### config.mk
export PLATFORM = sky130hd
export DESIGN_NAME = acfg_top
export DESIGN_NICKNAME = d
export VERILOG_FILES = /design/src/verilog/acfg_pkg.sv /design/src/verilog/acfg_top.sv /design/src/verilog/acfg_serial.sv
export VERILOG_INCLUDE_DIRS = /design/src /design/src/verilog
export SDC_FILE = /design/constraint.sdc
export NUM_CORES = 1
export LEC_CHECK = 0
export ABC_CLOCK_PERIOD_IN_PS = 13400
export BUFFER_PORTS_ARGS = -buffer_cell sky130_fd_sc_hd__buf_2
export CORE_ASPECT_RATIO = 1.1
export CORE_UTILIZATION = 65
export CTS_CLUSTER_DIAMETER = 50
export DETAILED_ROUTE_END_ITERATION = 16
export MAX_ROUTING_LAYER = met4
export PLACE_DENSITY = 0.86
export REMOVE_ABC_BUFFERS = 1
export SKIP_LAST_GASP = 1
export SLEW_MARGIN = 20
export SYNTH_ARGS = -nofsm -noshare
export SYNTH_HDL_FRONTEND = slang
export SYNTH_SLANG_ARGS = --single-unit
export TNS_END_PERCENT = 20
### constraint.sdc
create_clock -name sys_clk_i -period 13.4 [get_ports sys_clk_i]
set_input_delay 1.34 -clock sys_clk_i [delete_from_list [all_inputs] [get_ports sys_clk_i]]
set_output_delay 1.34 -clock sys_clk_i [all_outputs]
set_load 0.005 [all_outputs]
### src/verilog/acfg_regs.svh
`ifndef ACFG_REGS_SVH
`define ACFG_REGS_SVH

// ----------------------------------------------------------------------------
// Serial frame layout
// ----------------------------------------------------------------------------
`define ACFG_ADDR_W       7
`define ACFG_DATA_W       8
`define ACFG_CNT_LAST     4'h7
`define ACFG_CNT_ONE      4'h1
`define ACFG_CNT_ZERO     4'h0

// ----------------------------------------------------------------------------
// Register offsets and reset values
// ----------------------------------------------------------------------------
`define ACFG_OFS_PFR      7'h08
`define ACFG_OFS_GFC      7'h0B
`define ACFG_PFR_RST      8'h00
`define ACFG_GFC_RST      8'h00
`define ACFG_RD_NONE      8'h00

// ----------------------------------------------------------------------------
// Field positions, power_format_reset_ctrl
// ----------------------------------------------------------------------------
`define ACFG_PFR_PDA      7
`define ACFG_PFR_PDB      6
`define ACFG_PFR_STBY     5
`define ACFG_PFR_FMT      4
`define ACFG_PFR_OVR      3
`define ACFG_PFR_ALN      2
`define ACFG_PFR_SRST     0

// ----------------------------------------------------------------------------
// Field positions, chan_a_gain_flip_ctrl
// ----------------------------------------------------------------------------
`define ACFG_GFC_GAIN_HI  7
`define ACFG_GFC_GAIN_LO  3
`define ACFG_GFC_GEN      2
`define ACFG_GFC_FLIP     0

// ----------------------------------------------------------------------------
// Digital gain arithmetic
// ----------------------------------------------------------------------------
`define ACFG_GAIN_FRAC    10
`define ACFG_GAIN_UNITY   12'h400

`endif

### src/verilog/acfg_pkg.sv
package acfg_pkg;

  // --------------------------------------------------------------------------
  // Serial front-end states
  // --------------------------------------------------------------------------
  typedef enum logic [3:0] {
    ACFG_S_IDLE = 4'h1,   // Waiting for select
    ACFG_S_CMD  = 4'h2,   // Shifting direction and address
    ACFG_S_DATA = 4'h4,   // Shifting data byte
    ACFG_S_DONE = 4'h8    // Frame over, waiting for deselect
  } acfg_sstate_t;

  // --------------------------------------------------------------------------
  // Serial front-end state
  // --------------------------------------------------------------------------
  typedef struct packed {
    acfg_sstate_t st;        // Frame state
    logic         sclk_prev; // Previous serial clock level
    logic [3:0]   cnt;       // Bits taken in current phase
    logic         rnw;       // Read when set
    logic [6:0]   shift;     // Incoming bits
    logic [6:0]   addr;      // Captured address
    logic [7:0]   tx;        // Outgoing read bits
    logic         sdout;     // Serial data out
    logic         wr;        // One-cycle write strobe
    logic [7:0]   wdata;     // Written byte
  } acfg_ser_t;

  // --------------------------------------------------------------------------
  // Configuration fields
  // --------------------------------------------------------------------------
  typedef struct packed {
    logic       pd_a;         // chan_a_powerdown
    logic       pd_b;         // chan_b_powerdown
    logic       standby;      // standby_bit
    logic       offset_bin;   // Output format
    logic       pin_override; // pin_override_bit
    logic       pat_align;    // pattern_align_bit
    logic [4:0] gain_code;    // chan_a_gain_code
    logic       gain_en;      // chan_a_gain_enable
    logic       flip;         // Output bus bit reversal
  } acfg_cfg_t;

endpackage : acfg_pkg

### src/verilog/acfg_top.sv
`timescale 1ns/100ps
`include "acfg_regs.svh"

module acfg_top
  import acfg_pkg::*;
#(
  parameter int W  = 16,  // Output sample width, 16 or 14
  parameter int DT = 5    // Output timing setting width
) (
  input  wire logic          sys_clk_i,              // System clock
  input  wire logic          resetn_i,               // Synchronous reset, active low
  input  wire logic          sen_n_i,                // Serial select, active low
  input  wire logic          sclk_i,                 // Serial clock
  input  wire logic          sdata_i,                // Serial data in
  output logic               sdout_o,                // Serial data out
  input  wire logic          control_pin_one_i,      // Power-down pin, channel A
  input  wire logic          control_pin_two_i,      // Power-down pin, channel B
  input  wire logic          chan_a_outclk_invert_i, // Requested clock invert A
  input  wire logic          chan_b_outclk_invert_i, // Requested clock invert B
  input  wire logic [DT-1:0] ddr_timing_i,           // Requested output timing
  input  wire logic          test_pattern_en_i,      // Send test pattern instead of samples
  input  wire logic [W-1:0]  chan_a_sample_i,        // Channel A sample, twos complement
  input  wire logic [W-1:0]  chan_b_sample_i,        // Channel B sample, twos complement
  output logic               chan_a_powerdown_o,     // Channel A powered down
  output logic               chan_b_powerdown_o,     // Channel B powered down
  output logic               standby_o,              // Both converters in standby
  output logic               chan_a_outclk_invert_o, // Effective clock invert A
  output logic               chan_b_outclk_invert_o, // Effective clock invert B
  output logic [DT-1:0]      ddr_timing_o,           // Effective output timing
  output logic [W-1:0]       chan_a_data_o,          // Channel A output word
  output logic [W-1:0]       chan_b_data_o           // Channel B output word
);

  // --------------------------------------------------------------------------
  // Local state type
  // --------------------------------------------------------------------------
  typedef struct packed {
    acfg_cfg_t     cfg;     // Configuration fields
    logic          pd_a;    // Effective power-down A
    logic          pd_b;    // Effective power-down B
    logic          stby;    // Standby
    logic          inv_a;   // Gated clock invert A
    logic          inv_b;   // Gated clock invert B
    logic [DT-1:0] timing;  // Gated output timing
    logic [W-1:0]  pat_a;   // Test pattern counter A
    logic [W-1:0]  pat_b;   // Test pattern counter B
    logic [W-1:0]  out_a;   // Output word A
    logic [W-1:0]  out_b;   // Output word B
  } acfg_top_t;

  acfg_top_t  q;       // Registered state
  acfg_top_t  d;       // Next state
  logic       wr;      // Serial write strobe
  logic [6:0] addr;    // Serial address
  logic [7:0] wdata;   // Serial write byte
  logic [7:0] rdata;   // Read-back byte

  // --------------------------------------------------------------------------
  // Functions
  // --------------------------------------------------------------------------
  // Gain coefficient, unity at 1 << frac bits
  function automatic logic [11:0] gain_coef(input logic [4:0] code);
    logic [11:0] c;
    c = `ACFG_GAIN_UNITY;
    case (code)
      5'h03:   c = 12'h32D;           // -2.0 dB
      5'h04:   c = 12'h35D;           // -1.5 dB
      5'h05:   c = 12'h390;           // -1.0 dB
      5'h06:   c = 12'h3C7;           // -0.5 dB
      5'h08:   c = 12'h43D;           // 0.5 dB
      5'h09:   c = 12'h47D;           // 1.0 dB
      5'h0A:   c = 12'h4C1;           // 1.5 dB
      5'h0B:   c = 12'h509;           // 2.0 dB
      5'h0C:   c = 12'h556;           // 2.5 dB
      5'h0D:   c = 12'h5A7;           // 3.0 dB
      5'h0E:   c = 12'h5FC;           // 3.5 dB
      5'h0F:   c = 12'h657;           // 4.0 dB
      5'h10:   c = 12'h6B7;           // 4.5 dB
      5'h11:   c = 12'h71D;           // 5.0 dB
      5'h12:   c = 12'h789;           // 5.5 dB
      5'h13:   c = 12'h7FB;           // 6.0 dB
      default: c = `ACFG_GAIN_UNITY;  // 0 dB and unused codes
    endcase
    return c;
  endfunction : gain_coef

  // Scale a signed sample, saturating at full scale
  function automatic logic [W-1:0] apply_gain(input logic [W-1:0] s, input logic [11:0] c);
    logic signed [W+12:0] p;
    logic signed [W+12:0] mx;
    logic signed [W+12:0] mn;
    mx = (W+13)'((2 ** (W - 1)) - 1);
    mn = -mx - (W+13)'(1);
    p  = $signed(s) * $signed({1'b0, c});
    p  = p >>> `ACFG_GAIN_FRAC;
    if (p > mx) begin
      p = mx;
    end else if (p < mn) begin
      p = mn;
    end
    return p[W-1:0];
  endfunction : apply_gain

  // Reverse bit order
  function automatic logic [W-1:0] bit_rev(input logic [W-1:0] v);
    logic [W-1:0] r;
    r = '0;
    for (int i = 0; i < W; i++) begin
      r[i] = v[W-1-i];
    end
    return r;
  endfunction : bit_rev

  // Format one channel word for the output bus
  function automatic logic [W-1:0] fmt_word(input logic [W-1:0] v, input acfg_cfg_t c);
    logic [W-1:0] r;
    r = v;
    if (c.offset_bin) begin
      r[W-1] = ~v[W-1];
    end
    return r;
  endfunction : fmt_word

  // Unpack configuration from the two register bytes
  function automatic acfg_cfg_t unpack_cfg(input logic [7:0] pfr, input logic [7:0] gfc);
    acfg_cfg_t c;
    c.pd_a         = pfr[`ACFG_PFR_PDA];
    c.pd_b         = pfr[`ACFG_PFR_PDB];
    c.standby      = pfr[`ACFG_PFR_STBY];
    c.offset_bin   = pfr[`ACFG_PFR_FMT];
    c.pin_override = pfr[`ACFG_PFR_OVR];
    c.pat_align    = pfr[`ACFG_PFR_ALN];
    c.gain_code    = gfc[`ACFG_GFC_GAIN_HI:`ACFG_GFC_GAIN_LO];
    c.gain_en      = gfc[`ACFG_GFC_GEN];
    c.flip         = gfc[`ACFG_GFC_FLIP];
    return c;
  endfunction : unpack_cfg

  // Read-back byte; reserved and reset bits read zero
  function automatic logic [7:0] read_byte(input logic [6:0] a, input acfg_cfg_t c);
    logic [7:0] r;
    r = `ACFG_RD_NONE;
    if (a == `ACFG_OFS_PFR) begin
      r[`ACFG_PFR_PDA]  = c.pd_a;
      r[`ACFG_PFR_PDB]  = c.pd_b;
      r[`ACFG_PFR_STBY] = c.standby;
      r[`ACFG_PFR_FMT]  = c.offset_bin;
      r[`ACFG_PFR_OVR]  = c.pin_override;
      r[`ACFG_PFR_ALN]  = c.pat_align;
    end else if (a == `ACFG_OFS_GFC) begin
      r[`ACFG_GFC_GAIN_HI:`ACFG_GFC_GAIN_LO] = c.gain_code;
      r[`ACFG_GFC_GEN]  = c.gain_en;
      r[`ACFG_GFC_FLIP] = c.flip;
    end
    return r;
  endfunction : read_byte

  // --------------------------------------------------------------------------
  // Serial front end
  // --------------------------------------------------------------------------
  acfg_serial u_serial (
    .sys_clk_i (sys_clk_i),
    .resetn_i  (resetn_i),
    .sen_n_i   (sen_n_i),
    .sclk_i    (sclk_i),
    .sdata_i   (sdata_i),
    .rdata_i   (rdata),
    .sdout_o   (sdout_o),
    .wr_o      (wr),
    .addr_o    (addr),
    .wdata_o   (wdata)
  );

  assign rdata = read_byte(addr, q.cfg);

  // --------------------------------------------------------------------------
  // Register writes and data path
  // --------------------------------------------------------------------------
  always_comb begin
    logic [W-1:0] a;
    logic [W-1:0] b;
    logic         sel_a;
    logic         sel_b;
    a     = chan_a_sample_i;
    b     = chan_b_sample_i;
    sel_a = 1'b0;
    sel_b = 1'b0;
    d     = q;

    // Writes; reserved bit one is never stored
    if (wr && (addr == `ACFG_OFS_PFR)) begin
      d.cfg = unpack_cfg(wdata, read_byte(`ACFG_OFS_GFC, q.cfg));
      if (wdata[`ACFG_PFR_SRST]) begin
        // Reset bit is not stored, so it reads back zero
        d.cfg = unpack_cfg(`ACFG_PFR_RST, `ACFG_GFC_RST);
      end
    end else if (wr && (addr == `ACFG_OFS_GFC)) begin
      d.cfg = unpack_cfg(read_byte(`ACFG_OFS_PFR, q.cfg), wdata);
    end

    // Power-down source: pins or register field
    if (q.cfg.pin_override) begin
      sel_a = q.cfg.pd_a;
      sel_b = q.cfg.pd_b;
    end else begin
      sel_a = control_pin_one_i;
      sel_b = control_pin_two_i;
    end
    d.stby = q.cfg.standby;
    d.pd_a = sel_a | q.cfg.standby;
    d.pd_b = sel_b | q.cfg.standby;

    // Clock invert and timing only pass under override
    d.inv_a  = q.cfg.pin_override & chan_a_outclk_invert_i;
    d.inv_b  = q.cfg.pin_override & chan_b_outclk_invert_i;
    d.timing = q.cfg.pin_override ? ddr_timing_i : '0;

    // Test pattern ramps; aligned mode locks B to A
    d.pat_a = q.pat_a + W'(1);
    d.pat_b = q.cfg.pat_align ? d.pat_a : q.pat_b + W'(1);

    // Channel A gain
    if (q.cfg.gain_en) begin
      a = apply_gain(a, gain_coef(q.cfg.gain_code));
    end
    a = fmt_word(a, q.cfg);
    b = fmt_word(b, q.cfg);
    if (test_pattern_en_i) begin
      a = q.pat_a;
      b = q.pat_b;
    end
    // Optional bus reversal
    if (q.cfg.flip) begin
      a = bit_rev(a);
      b = bit_rev(b);
    end
    d.out_a = q.pd_a ? '0 : a;
    d.out_b = q.pd_b ? '0 : b;
  end

  // --------------------------------------------------------------------------
  // State register
  // --------------------------------------------------------------------------
  always_ff @(posedge sys_clk_i) begin
    if (!resetn_i) begin
      q     <= '0;
      q.cfg <= unpack_cfg(`ACFG_PFR_RST, `ACFG_GFC_RST);
    end else begin
      q <= d;
    end
  end

  // --------------------------------------------------------------------------
  // Outputs
  // --------------------------------------------------------------------------
  assign chan_a_powerdown_o     = q.pd_a;
  assign chan_b_powerdown_o     = q.pd_b;
  assign standby_o              = q.stby;
  assign chan_a_outclk_invert_o = q.inv_a;
  assign chan_b_outclk_invert_o = q.inv_b;
  assign ddr_timing_o           = q.timing;
  assign chan_a_data_o          = q.out_a;
  assign chan_b_data_o          = q.out_b;

endmodule : acfg_top

### src/verilog/acfg_serial.sv
`timescale 1ns/100ps
`include "acfg_regs.svh"

module acfg_serial
  import acfg_pkg::*;
(
  input  wire logic       sys_clk_i,  // System clock
  input  wire logic       resetn_i,   // Synchronous reset, active low
  input  wire logic       sen_n_i,    // Serial select, active low
  input  wire logic       sclk_i,     // Serial clock
  input  wire logic       sdata_i,    // Serial data in
  input  wire logic [7:0] rdata_i,    // Read byte for addr_o
  output logic            sdout_o,    // Serial data out
  output logic            wr_o,       // Write strobe
  output logic [6:0]      addr_o,     // Register address
  output logic [7:0]      wdata_o     // Write byte
);

  // --------------------------------------------------------------------------
  // State
  // --------------------------------------------------------------------------
  acfg_ser_t q;   // Registered state
  acfg_ser_t d;   // Next state
  logic      rise; // Serial clock rising edge
  logic      fall; // Serial clock falling edge

  // --------------------------------------------------------------------------
  // Frame decoder
  // --------------------------------------------------------------------------
  always_comb begin
    d      = q;
    rise   = sclk_i & ~q.sclk_prev;
    fall   = ~sclk_i & q.sclk_prev;
    d.sclk_prev = sclk_i;
    d.wr   = 1'b0;
    if (sen_n_i) begin
      // Deselect aborts any frame
      d.st    = ACFG_S_IDLE;
      d.cnt   = `ACFG_CNT_ZERO;
      d.sdout = 1'b0;
    end else begin
      unique case (q.st)
        ACFG_S_IDLE: begin
          d.st  = ACFG_S_CMD;
          d.cnt = `ACFG_CNT_ZERO;
        end
        ACFG_S_CMD: if (rise) begin
          // First bit is direction, then seven address bits
          if (q.cnt == `ACFG_CNT_ZERO) begin
            d.rnw = sdata_i;
          end
          d.shift = {q.shift[5:0], sdata_i};
          d.cnt   = q.cnt + `ACFG_CNT_ONE;
          if (q.cnt == `ACFG_CNT_LAST) begin
            d.addr = {q.shift[5:0], sdata_i};
            d.st   = ACFG_S_DATA;
            d.cnt  = `ACFG_CNT_ZERO;
          end
        end
        ACFG_S_DATA: begin
          // Read bits change on the falling edge
          if (fall) begin
            if (q.cnt == `ACFG_CNT_ZERO) begin
              d.sdout = rdata_i[7];
              d.tx    = {rdata_i[6:0], 1'b0};
            end else begin
              d.sdout = q.tx[7];
              d.tx    = {q.tx[6:0], 1'b0};
            end
          end
          if (rise) begin
            d.shift = {q.shift[5:0], sdata_i};
            d.cnt   = q.cnt + `ACFG_CNT_ONE;
            if (q.cnt == `ACFG_CNT_LAST) begin
              // Writes complete on the last data bit
              d.wr    = ~q.rnw;
              d.wdata = {q.shift, sdata_i};
              d.st    = ACFG_S_DONE;
            end
          end
        end
        ACFG_S_DONE: begin
          d.st = ACFG_S_DONE;
        end
      endcase
    end
  end

  // --------------------------------------------------------------------------
  // State register
  // --------------------------------------------------------------------------
  always_ff @(posedge sys_clk_i) begin
    if (!resetn_i) begin
      q <= '{st: ACFG_S_IDLE, default: '0};
    end else begin
      q <= d;
    end
  end

  assign sdout_o = q.sdout;
  assign wr_o    = q.wr;
  assign addr_o  = q.addr;
  assign wdata_o = q.wdata;

endmodule : acfg_serial

==> metrics.txt, run 1 <==
status finished clean; Synth top area share 23.7%; hold crit path type reg -> reg; RSZ-0062 raised after global routing no; Mapped Cells 1,593; commonest cells in the netlist inv_1 (244), nand2_1 (196), fa_1 (160); endpoints failing setup 0; detailed placement HPWL 24.4 mm; CTS max path bufs 2; Top FF cell, synth dfxtp_1; Sw Ratio 24.8%; Clk network pwr share 48.8%; Placement Cell Area 13,700 µm²; final hold viol count 0; design area about 14,000 µm²; worst path required time between 10 and 15 ns; WL/cell 17.6 µm; vias in the first global route 11,200; clock transition at the registers of the reported paths 0.06 ns; GRT Util Overall 33.2%; CP Capture Type flip-flop; initial drt markers 820; fin crit share 53.3%; CP startpoint kind primary input; Placer Congestion 0.913; H-tree Lvls 4; Synth cell types 72; Worst-Margin Slew ~1.1 ns; CP Class in -> reg; clock buffers created by TritonCTS 17; Synth area leaders fa_1 (24%), dfxtp_1 (20%), inv_1 (6.8%), ha_1 (6.8%), nand2_1 (5.4%); Final ANT Viol Nets 0; hold buffers post-CTS 0; Placeable Area 20,100 µm²; Max-cap violations 0; Reg power frac 41.8%; Layout area overhead 6.34%; TritonCTS clock tree done; # diodes 0; Achievable Freq 0.140 GHz; row count 54; Post-Syn Area per Cell 8.48 µm²; share of layout cells above drive strength 1 under 10%; CP arrival 7.45 ns; root buf cell clkbuf_16; Slew HR approximately 28%; setup_tns 0 ns; Int Pwr 758 µW; register area share after synthesis about a fifth; DR vias 11,000; Async SR Flop Fraction 0%; starting density of the core 67.3%; vias per cell 5.90; DRT Pass-1 Iters 5; # port buffers 89; pwr dens 70.2 nW/µm²; register bit total from synthesis 138; switching power 250 µW; initial antenna violation count 1; combinational share of power 9.4%; cell with the most instances after synthesis inv_1; Synth Warn # 0; Clock Latency Late Sink 0.42 ns; number of synthesized flops with an enable pin 0; Die ar. approximately 21,000 µm²; skew final 0.00830 ns; Die Y-Extent between 150 and 200 µm; drt total wl 32.7 mm; CP max FO 12; first-pass GRT wire length around 54 mm; Residual DRC 0; # IOs 90; postcts setup bufs 0; max-slew violations 0; cells resized by post-CTS repair 0; gr ovfl total 0; maximum vdd ir drop a little over 0.0001 V; leakage power 0.00673 µW; die width 139 µm; cell taking the most area after synthesis fa_1; Tmin final just over 7 ns; Nets 1,874; Syn Std Cell Area 13,500 µm²; clk sinks 138; pin count of the biggest net entering global routing 76
## cell families (layout without fill, tap and decap cells)
group           Yosys count  count (layout)  share of synthesized area (%)
simple gates            548             548                           19.3
compound gates          232             232                           11.7
mux                      37              37                           4.05
fa+ha+maj               233             233                           30.5
xor+xnor                 48              48                           3.11
flops                   138             138                           20.5
buf+inv                 357             371                           11.0
## final timing paths
check                           start           endpoint  slack, ns  depth (start not counted)
hold reg to reg        u_serial.q[32]      u_serial.wr_o       0.43                          1
setup reg to reg            flip-flop  chan_a_data_o[12]       6.44                         19
setup / recovery  chan_a_sample_i[15]  chan_a_data_o[12]       6.26                         21
hold / removal         u_serial.q[32]      u_serial.wr_o       0.43                          1
## registers in the layout, summed over array words and instances (netlist names), 5 cells and up, named ones only
name / flops
ddr_timing_o: 5
u_serial.wdata_o: 7
chan_b_data_o: 16
u_serial.addr_o: 7
u_serial.q: 24
q: 44
chan_a_data_o: 16
## through the flow
step	hold WS, ns	instances	total power (µW)	setup WS, ns	util, %
floorplan	0.398	1481	483	6.63	-
global placement	0.409	1827	521	6.12	68.5
detailed placement	0.413	1827	524	5.86	68.5
CTS	0.424	1859	1010	6.32	71.6
global route	0.444	1859	1040	5.92	71.6
finish	0.427	1859	1010	6.26	71.6
## placed cells by master (no fill, tap or decap), types with 5 or more instances in the layout
cell type,count
inv_1,243
nand2_1,196
fa_1,160
dfxtp_1,138
nor2_1,128
buf_2,89
and2_1,83
ha_1,73
a21oi_1,69
nand3_1,35
o21ai_0,34
xnor2_1,27
a211oi_1,25
mux2i_1,22
and3_1,21
xor2_1,21
clkbuf_16,17
nor2b_1,16
mux4_2,14
o21bai_1,13
nor3_1,12
a22o_1,12
o211ai_1,12
nand4_1,11
nor3b_1,11
nand2b_1,9
a22oi_1,9
a31oi_1,8
o22ai_1,7
or3_1,6
o221ai_1,5
buf_4,5
## power groups by stage
stage          Clock, µW  Sequential, µW  Combinational, µW
3_5_place_dp           0             431               93.0
6_report             492             422               94.5
4_1_cts              494             422               93.8
5_1_grt              517             422                104
2_1_floorplan          0             430               52.9
3_3_place_gp           0             431               90.0
## per-layer routing
| layer | share of wire [%] | routed length [µm] | track usage, % |
|---|---|---|---|
| met1 | 41 | 13500 | 40.5 |
| met2 | 48 | 15800 | 54.3 |
| met3 | 6.4 | 2110 | 5.42 |
| met4 | 3.9 | 1270 | 14.4 |
| met5 | 0 | 0 | - |
## final cells by class
cell class | instances | area [µm²]
inverters | 245 | 920
repair buffers | 94 | 483
flip-flops and latches | 138 | 2760
clock inverters | 12 | 163
multi-input cells | 1098 | 9260
well taps | 252 | 315
fillers | 1512 | 5700
clock buffers | 20 | 457
## worst max-delay path: stages
cell and delay (ns):
buf_2 0.24, and2_1 0.21, inv_1 0.07, fa_1 0.50
fa_1 0.66, inv_1 0.22, fa_1 0.51, fa_1 0.49
inv_1 0.05, fa_1 0.52, inv_1 0.04, ha_1 0.44
nand4_1 0.20, nor3_1 0.31, nand4b_1 0.20, a31oi_1 0.25
xor2_1 0.12, nand2b_1 0.24, o21a_2 0.34, a221o_1 0.32
a22o_1 0.18
No activity file was read; power rests on OpenSTA's default activity.
==> inputs of run 2 (changes only) <==
--- a/config.mk
+++ b/config.mk
@@ -6,14 +6,14 @@
 export SDC_FILE = /design/constraint.sdc
 export NUM_CORES = 1
 export LEC_CHECK = 0
-export ABC_CLOCK_PERIOD_IN_PS = 13400
+export ABC_CLOCK_PERIOD_IN_PS = 6600
 export BUFFER_PORTS_ARGS = -buffer_cell sky130_fd_sc_hd__buf_2
 export CORE_ASPECT_RATIO = 1.1
-export CORE_UTILIZATION = 65
+export CORE_UTILIZATION = 63
 export CTS_CLUSTER_DIAMETER = 50
 export DETAILED_ROUTE_END_ITERATION = 16
 export MAX_ROUTING_LAYER = met4
-export PLACE_DENSITY = 0.86
+export PLACE_DENSITY = 0.84
 export REMOVE_ABC_BUFFERS = 1
 export SKIP_LAST_GASP = 1
 export SLEW_MARGIN = 20
==> constraint.sdc (replaced) <==
create_clock -name sys_clk_i -period 6.6 [get_ports sys_clk_i]
set_input_delay 0.66 -clock sys_clk_i [delete_from_list [all_inputs] [get_ports sys_clk_i]]
set_output_delay 0.66 -clock sys_clk_i [all_outputs]
set_load 0.005 [all_outputs]
==> run 2 against run 1 <==
Count of clock-buffer cells in the layout stayed put. Die area is 3.1% higher. Routed wire length is 0.66% higher.
==> metrics.txt, run 2 (synthesis results as in run 1) <==
status finished clean; Top reg by flops q; setup_tns 0 ns; clock transition at the registers of the reported paths roughly 0.060 ns; worst hold slack 0.444 ns; CP Capture Type flip-flop; WHS Path Cells 1; leakage power a little under 0.007 µW; CP startpoint kind flip-flop; H-tree Lvls 4; initial drt markers 936; vias per cell between 5 and 6; Max-cap violations 0; DR vias around 11,000; Placement Cell Area 14,000 µm²; CP max FO 15; Placer Congestion 0.975; gr ovfl total 0; clock buffers created by TritonCTS 17; WL/cell 17.2 µm; CP arrival ~6.6 ns; final cell count without fillers about 1,900; postcts setup bufs 0; CP Depth 21; # port buffers 89; most common cell after layout, fill and taps aside inv_1; cells resized by post-CTS repair 0; Tmin final 6.29 ns; RSZ-0062 raised after global routing no; pin count of the biggest net entering global routing a little under 80; clk sinks roughly 140; Crit-path slowest cell fa_1; final hold viol count 0; CTS max path bufs 2; DRT Pass-1 Iters 8; detailed placement HPWL around 25 mm; biggest cell delay along the critical path about 0.53 ns; endpoints failing setup 0; worst path required time 6.88 ns; initial antenna violation count 0; number of flip-flops in the largest register 44; maximum vdd ir drop 0.000180 V; Placeable Area 20,800 µm²; row count 55; fin crit share 95.3%; first-pass GRT wire length 54.9 mm; starting density of the core 65.0%; reg2reg path depth 21; Most Frequent Cell on Critical Path fa_1; Residual DRC 0; Cell Chain, Critical Path buf_4 > and2_1 > fa_1 > inv_1 > fa_1 > inv_1 > fa_1 > inv_1 > fa_1 > inv_1 > fa_1 > ha_1 > a2111oi_2 > o21ai_1 > nand4b_1 > a31oi_1 > o311a_4 > o31ai_4 > mux2_2 > o21ai_0 > o221ai_1; hold crit path type reg -> reg; Layout area overhead 7.49%; Top Registers q x44, u_serial.q x24; CP Class reg -> reg; Achievable Freq approximately 0.16 GHz; GRT Util Overall roughly a third; Nets 1,898; Die Y-Extent 156 µm; commonest non-fill, non-tap cells in the layout inv_1 (243), nand2_1 (196), fa_1 (160); vias in the first global route 11,400; Final ANT Viol Nets 0; TritonCTS clock tree done; Clock Latency Late Sink 0.42 ns; pwr dens 133 nW/µm²; die width 142 µm; skew final 0.00856 ns; drt total wl 32.9 mm; max-slew violations 0; # diodes 0; # IOs 90; CP bufs+invs 5; delay-heaviest family, CP adder cells; placed cells 1,884; design area 14,500 µm²; Die ar. 22,000 µm²; Worst-Margin Slew 1.06 ns; final core occ 69.9%; share of layout cells above drive strength 1 11.6%; root buf cell clkbuf_16; hold buffers post-CTS 0; Slew HR between 20% and 30%
## run 2: cell types whose count changed in the layout (fill, tap and decap cells not counted), sizes merged
cell,change
clkinvlp,+2
inv,+1
buf,+24
bufinv,-3
## run 2: final timing paths
check	endpoint	start	slack (ns)
worst max-delay path	chan_a_data_o[15]	flip-flop	0.31
worst min-delay path	u_serial.wr_o	u_serial.q[32]	0.44
worst min register to register	u_serial.wr_o	u_serial.q[32]	0.44
worst max register to register	chan_a_data_o[15]	flip-flop	0.31
## run 2: power breakdown
part | internal, µW | switching (µW) | total (µW) | leakage, µW
clock | 504 | 378 | 882 | 0.000261
sequential | 847 | 8.70 | 855 | 0.00112
combinational | 76.8 | 119 | 195 | 0.00544
## run 2: area by class of cell
cell class	instances	area [µm²]
timing repair buffer	118	663
inverter	245	920
multi-input combinational	1098	9260
tap	285	357
sequential	138	2770
clock inverter	12	91.3
fill	1655	6260
clock buffer	20	457
## run 2: metrics by stage
stage	worst slack [ns]	power [µW]
after floorplan	0.509	980
after global placement	0.178	1060
after detailed placement	-0.00149	1070
after CTS	0.211	1940
after global routing	0.0697	2000
final	0.313	1930
## run 2: routing by layer
metal  vias to the layer above  GRT usage (%)  wire [µm]
met5                         -              -          0
met4                         0           13.3       1160
met2                       473           53.8      15900
met1                      5399           40.1      13700
met3                        93           5.00       2170
li1                       5135              -          -
==> inputs of run 3 (changes only) <==
--- a/config.mk
+++ b/config.mk
@@ -6,6 +6,7 @@
 export SDC_FILE = /design/constraint.sdc
 export NUM_CORES = 1
 export LEC_CHECK = 0
+export ABC_AREA = 1
 export ABC_CLOCK_PERIOD_IN_PS = 6600
 export BUFFER_PORTS_ARGS = -buffer_cell sky130_fd_sc_hd__buf_2
 export CORE_ASPECT_RATIO = 1.1
@@ -13,7 +14,7 @@
 export CTS_CLUSTER_DIAMETER = 50
 export DETAILED_ROUTE_END_ITERATION = 16
 export MAX_ROUTING_LAYER = met4
-export PLACE_DENSITY = 0.84
+export PLACE_DENSITY = 0.83
 export REMOVE_ABC_BUFFERS = 1
 export SKIP_LAST_GASP = 1
 export SLEW_MARGIN = 20
==> run 3 against run 2 <==
Cell count increased by 18%. Sequential power increased by 0.7%. Via count increased by 8.4%. Routed wire length increased by 1.7%. Maximum frequency increased by 3.8%. Largest power group unchanged. Critical path depth increased by 4. Global-route usage about the same. Highest routed layer unchanged. First-iteration DRC count decreased by 22%. Non-clock buffer count decreased by 19. Synthesized area increased by 2.4%. Hold slack about the same. Total power increased by 4.4%.
==> metrics.txt, run 3 <==
final cell count without fillers ~2,300; Die Y-Extent 157 µm; reg2reg path depth 25; number of synthesized flops with an enable pin 0; most common cell after layout, fill and taps aside nand2_1; fin crit share 91.7%; hold buffers post-CTS 0; mux cell area share after synthesis 0.0814%; endpoints failing setup 0; Async SR Flop Fraction 0%; share of layout cells above drive strength 1 7.88%; commonest non-fill, non-tap cells in the layout nand2_1 (484), inv_1 (446), nor2_1 (165); pin count of the biggest net entering global routing 51; # port buffers a little under 90; Slew HR ~30%; Achievable Freq approximately 0.17 GHz; setup ws final 0.545 ns; setup_tns 0 ns; Crit Reg-Reg Endpoint chan_a_data_o[1]; # diodes 0; max-slew violations 0; fillers 1,821; skew final 0.00689 ns; Final ANT Viol Nets 0; compound-gate portion of the synthesized area 8.80%; maximum vdd ir drop roughly 0.00025 V; CP arrival 6.39 ns; DR vias between 10,000 and 15,000; WL/cell 14.8 µm; Top FF cell, synth dfxtp_1; GRT Util Overall 32.6%; Synth top area share a little under a quarter; vias in the first global route 12,100; Synth Warn # 0; cell with the most instances after synthesis nand2_1; starting density of the core 64.5%; postcts setup bufs 0; DRT Pass-1 Iters 6; CP Capture Type flip-flop; post-synthesis simple-gate area fraction 22.6%; Synth cell types between 40 and 50; initial drt markers 727; placed cells 2,226; Placeable Area 21,400 µm²; Tmin final 6.06 ns; initial antenna violation count 0; detailed placement HPWL 25.8 mm; Clock Latency Late Sink roughly 0.42 ns; drt total wl 33.5 mm; RSZ-0062 raised after global routing no; leakage power about 0.0081 µW; cell taking the most area after synthesis fa_1; Worst-Margin Slew 1.05 ns; clock transition at the registers of the reported paths 0.06 ns; commonest cells in the netlist nand2_1 (484), inv_1 (446), nor2_1 (165); worst path required time 6.94 ns; WHS Path Cells 1; row count 56; XOR/XNOR Fraction of Synth Area 2.34%; TritonCTS clock tree done; largest family of logic cells by synthesized area adder cells; gr ovfl total 0; Synth area leaders fa_1 (23%), dfxtp_1 (20%), nand2_1 (13%), inv_1 (12%), ha_1 (6.6%); Layout area overhead 6.52%; CP startpoint kind flip-flop; number of flip-flops in the largest register 44; die width 143 µm; root buf cell clkbuf_16; status finished clean; Hold Path Sink u_serial.wr_o; clock buffers created by TritonCTS 17; Nets 2,235; register-to-register setup slack 0.54 ns; Hold Startpoint u_serial.q[32]; Top reg by flops q; Max-cap violations 0; footprint of the multi-input gates 8790 µm²; Top Registers q x44, u_serial.q x24; Syn Std Cell Area 13,800 µm²; register bit total from synthesis 138; first-pass GRT wire length roughly 56 mm; cells resized by post-CTS repair 0; worst slack at placement ~0.22 ns; Placer Congestion 0.951; register area around 2800 µm²; register area share after synthesis roughly 20%; Post-Syn Area per Cell approximately 7.1 µm²; Residual DRC 0; vias per cell 5.33; Mapped Cells 1,947; H-tree Lvls 4; Final Total Pwr between 2000 and 2500 µW; pwr dens roughly 140 nW/µm²; synthesized-area fraction occupied by adder cells 29.8%; CTS max path bufs 2; CP Class reg -> reg; # IOs 90; final hold viol count 0; CP max FO 15; Die ar. 22,500 µm²; clk sinks about 140; hold crit path type reg -> reg
-- run 3: changes by cell type after synthesis, sizes merged, moves of 14 or more --
cell / before / now
and2: 84 / 1
and3: 21 / 0
inv: 244 / 449
mux2i: 22 / 0
mux4: 14 / 0
nand2: 196 / 496
nand3: 35 / 56
nor2: 129 / 167
nor2b: 16 / 0
o21ai: 38 / 79
-- run 3: critical path: stages (launching register included) --
cell and delay [ns]:
dfxtp_1 0.66, nand2_1 0.15, fa_1 0.63, inv_1 0.15, fa_1 0.53, fa_1 0.44
fa_1 0.55, inv_1 0.06, fa_1 0.52, inv_1 0.04, ha_1 0.33, a21oi_1 0.24
nand2_1 0.15, nand2_1 0.08, nand2_1 0.05, a21oi_1 0.27, nand3_1 0.11, nand2_1 0.11
nand3_1 0.09, nand2_2 0.23, nand2_1 0.10, nand2_1 0.07, nand2_1 0.07, nand3_1 0.07
nand2_1 0.09, nor2_1 0.16
-- run 3: logic make-up after synthesis --
kind of cell / count (synthesis)
flops: 138
compound gates: 214
mux: 1
buf+inv: 561
fa+ha+maj: 233
xor+xnor: 37
simple gates: 763
-- run 3: how the worst max path moves through the flow --
stage / cells after the start / slack [ns] / from / to
floorplan: 24 / 1.22 / chan_a_sample_i[15] / chan_a_data_o[11]
global placement: 27 / 0.44 / chan_a_sample_i[15] / chan_a_data_o[1]
detailed placement: 26 / 0.22 / chan_a_sample_i[15] / chan_a_data_o[1]
CTS: 27 / 0.63 / chan_a_sample_i[15] / chan_a_data_o[1]
global route: 26 / 0.16 / flip-flop / chan_a_data_o[2]
finish: 25 / 0.54 / flip-flop / chan_a_data_o[1]
-- run 3: stage by stage --
step / hold slack [ns] / instance area, µm² / util (%)
after detailed placement: 0.434 / 14100 / 65.9
after CTS: 0.444 / 14700 / 68.7
final: 0.444 / 14700 / 68.7
after global placement: 0.423 / 14100 / 65.9
after global routing: 0.450 / 14700 / 68.7
after floorplan: 0.402 / 13200 / -
-- run 3: per-layer routing --
metal	up-vias	wire length, µm	GRT usage [%]
met5	-	0	-
met4	0	1350	15.5
met3	101	1960	3.80
met2	431	17000	57.7
met1	5716	13200	36.4
li1	5780	-	-
-- run 3: final cells by class --
cell class	count	share of cell area, %
clock buffers	19	2.94
clock inverters	13	1.14
inverters	451	11.5
multi-input cells	1248	59.7
flip-flops and latches	138	18.8
well taps	290	2.46
repair buffers	99	3.53
-- run 3: power breakdown --
group	switching (µW)	leakage [µW]	internal (µW)
Sequential	11.6	0.00112	849
Combinational	129	0.00669	63.5
Clock	366	0.000294	598
Total	507	0.00810	1510
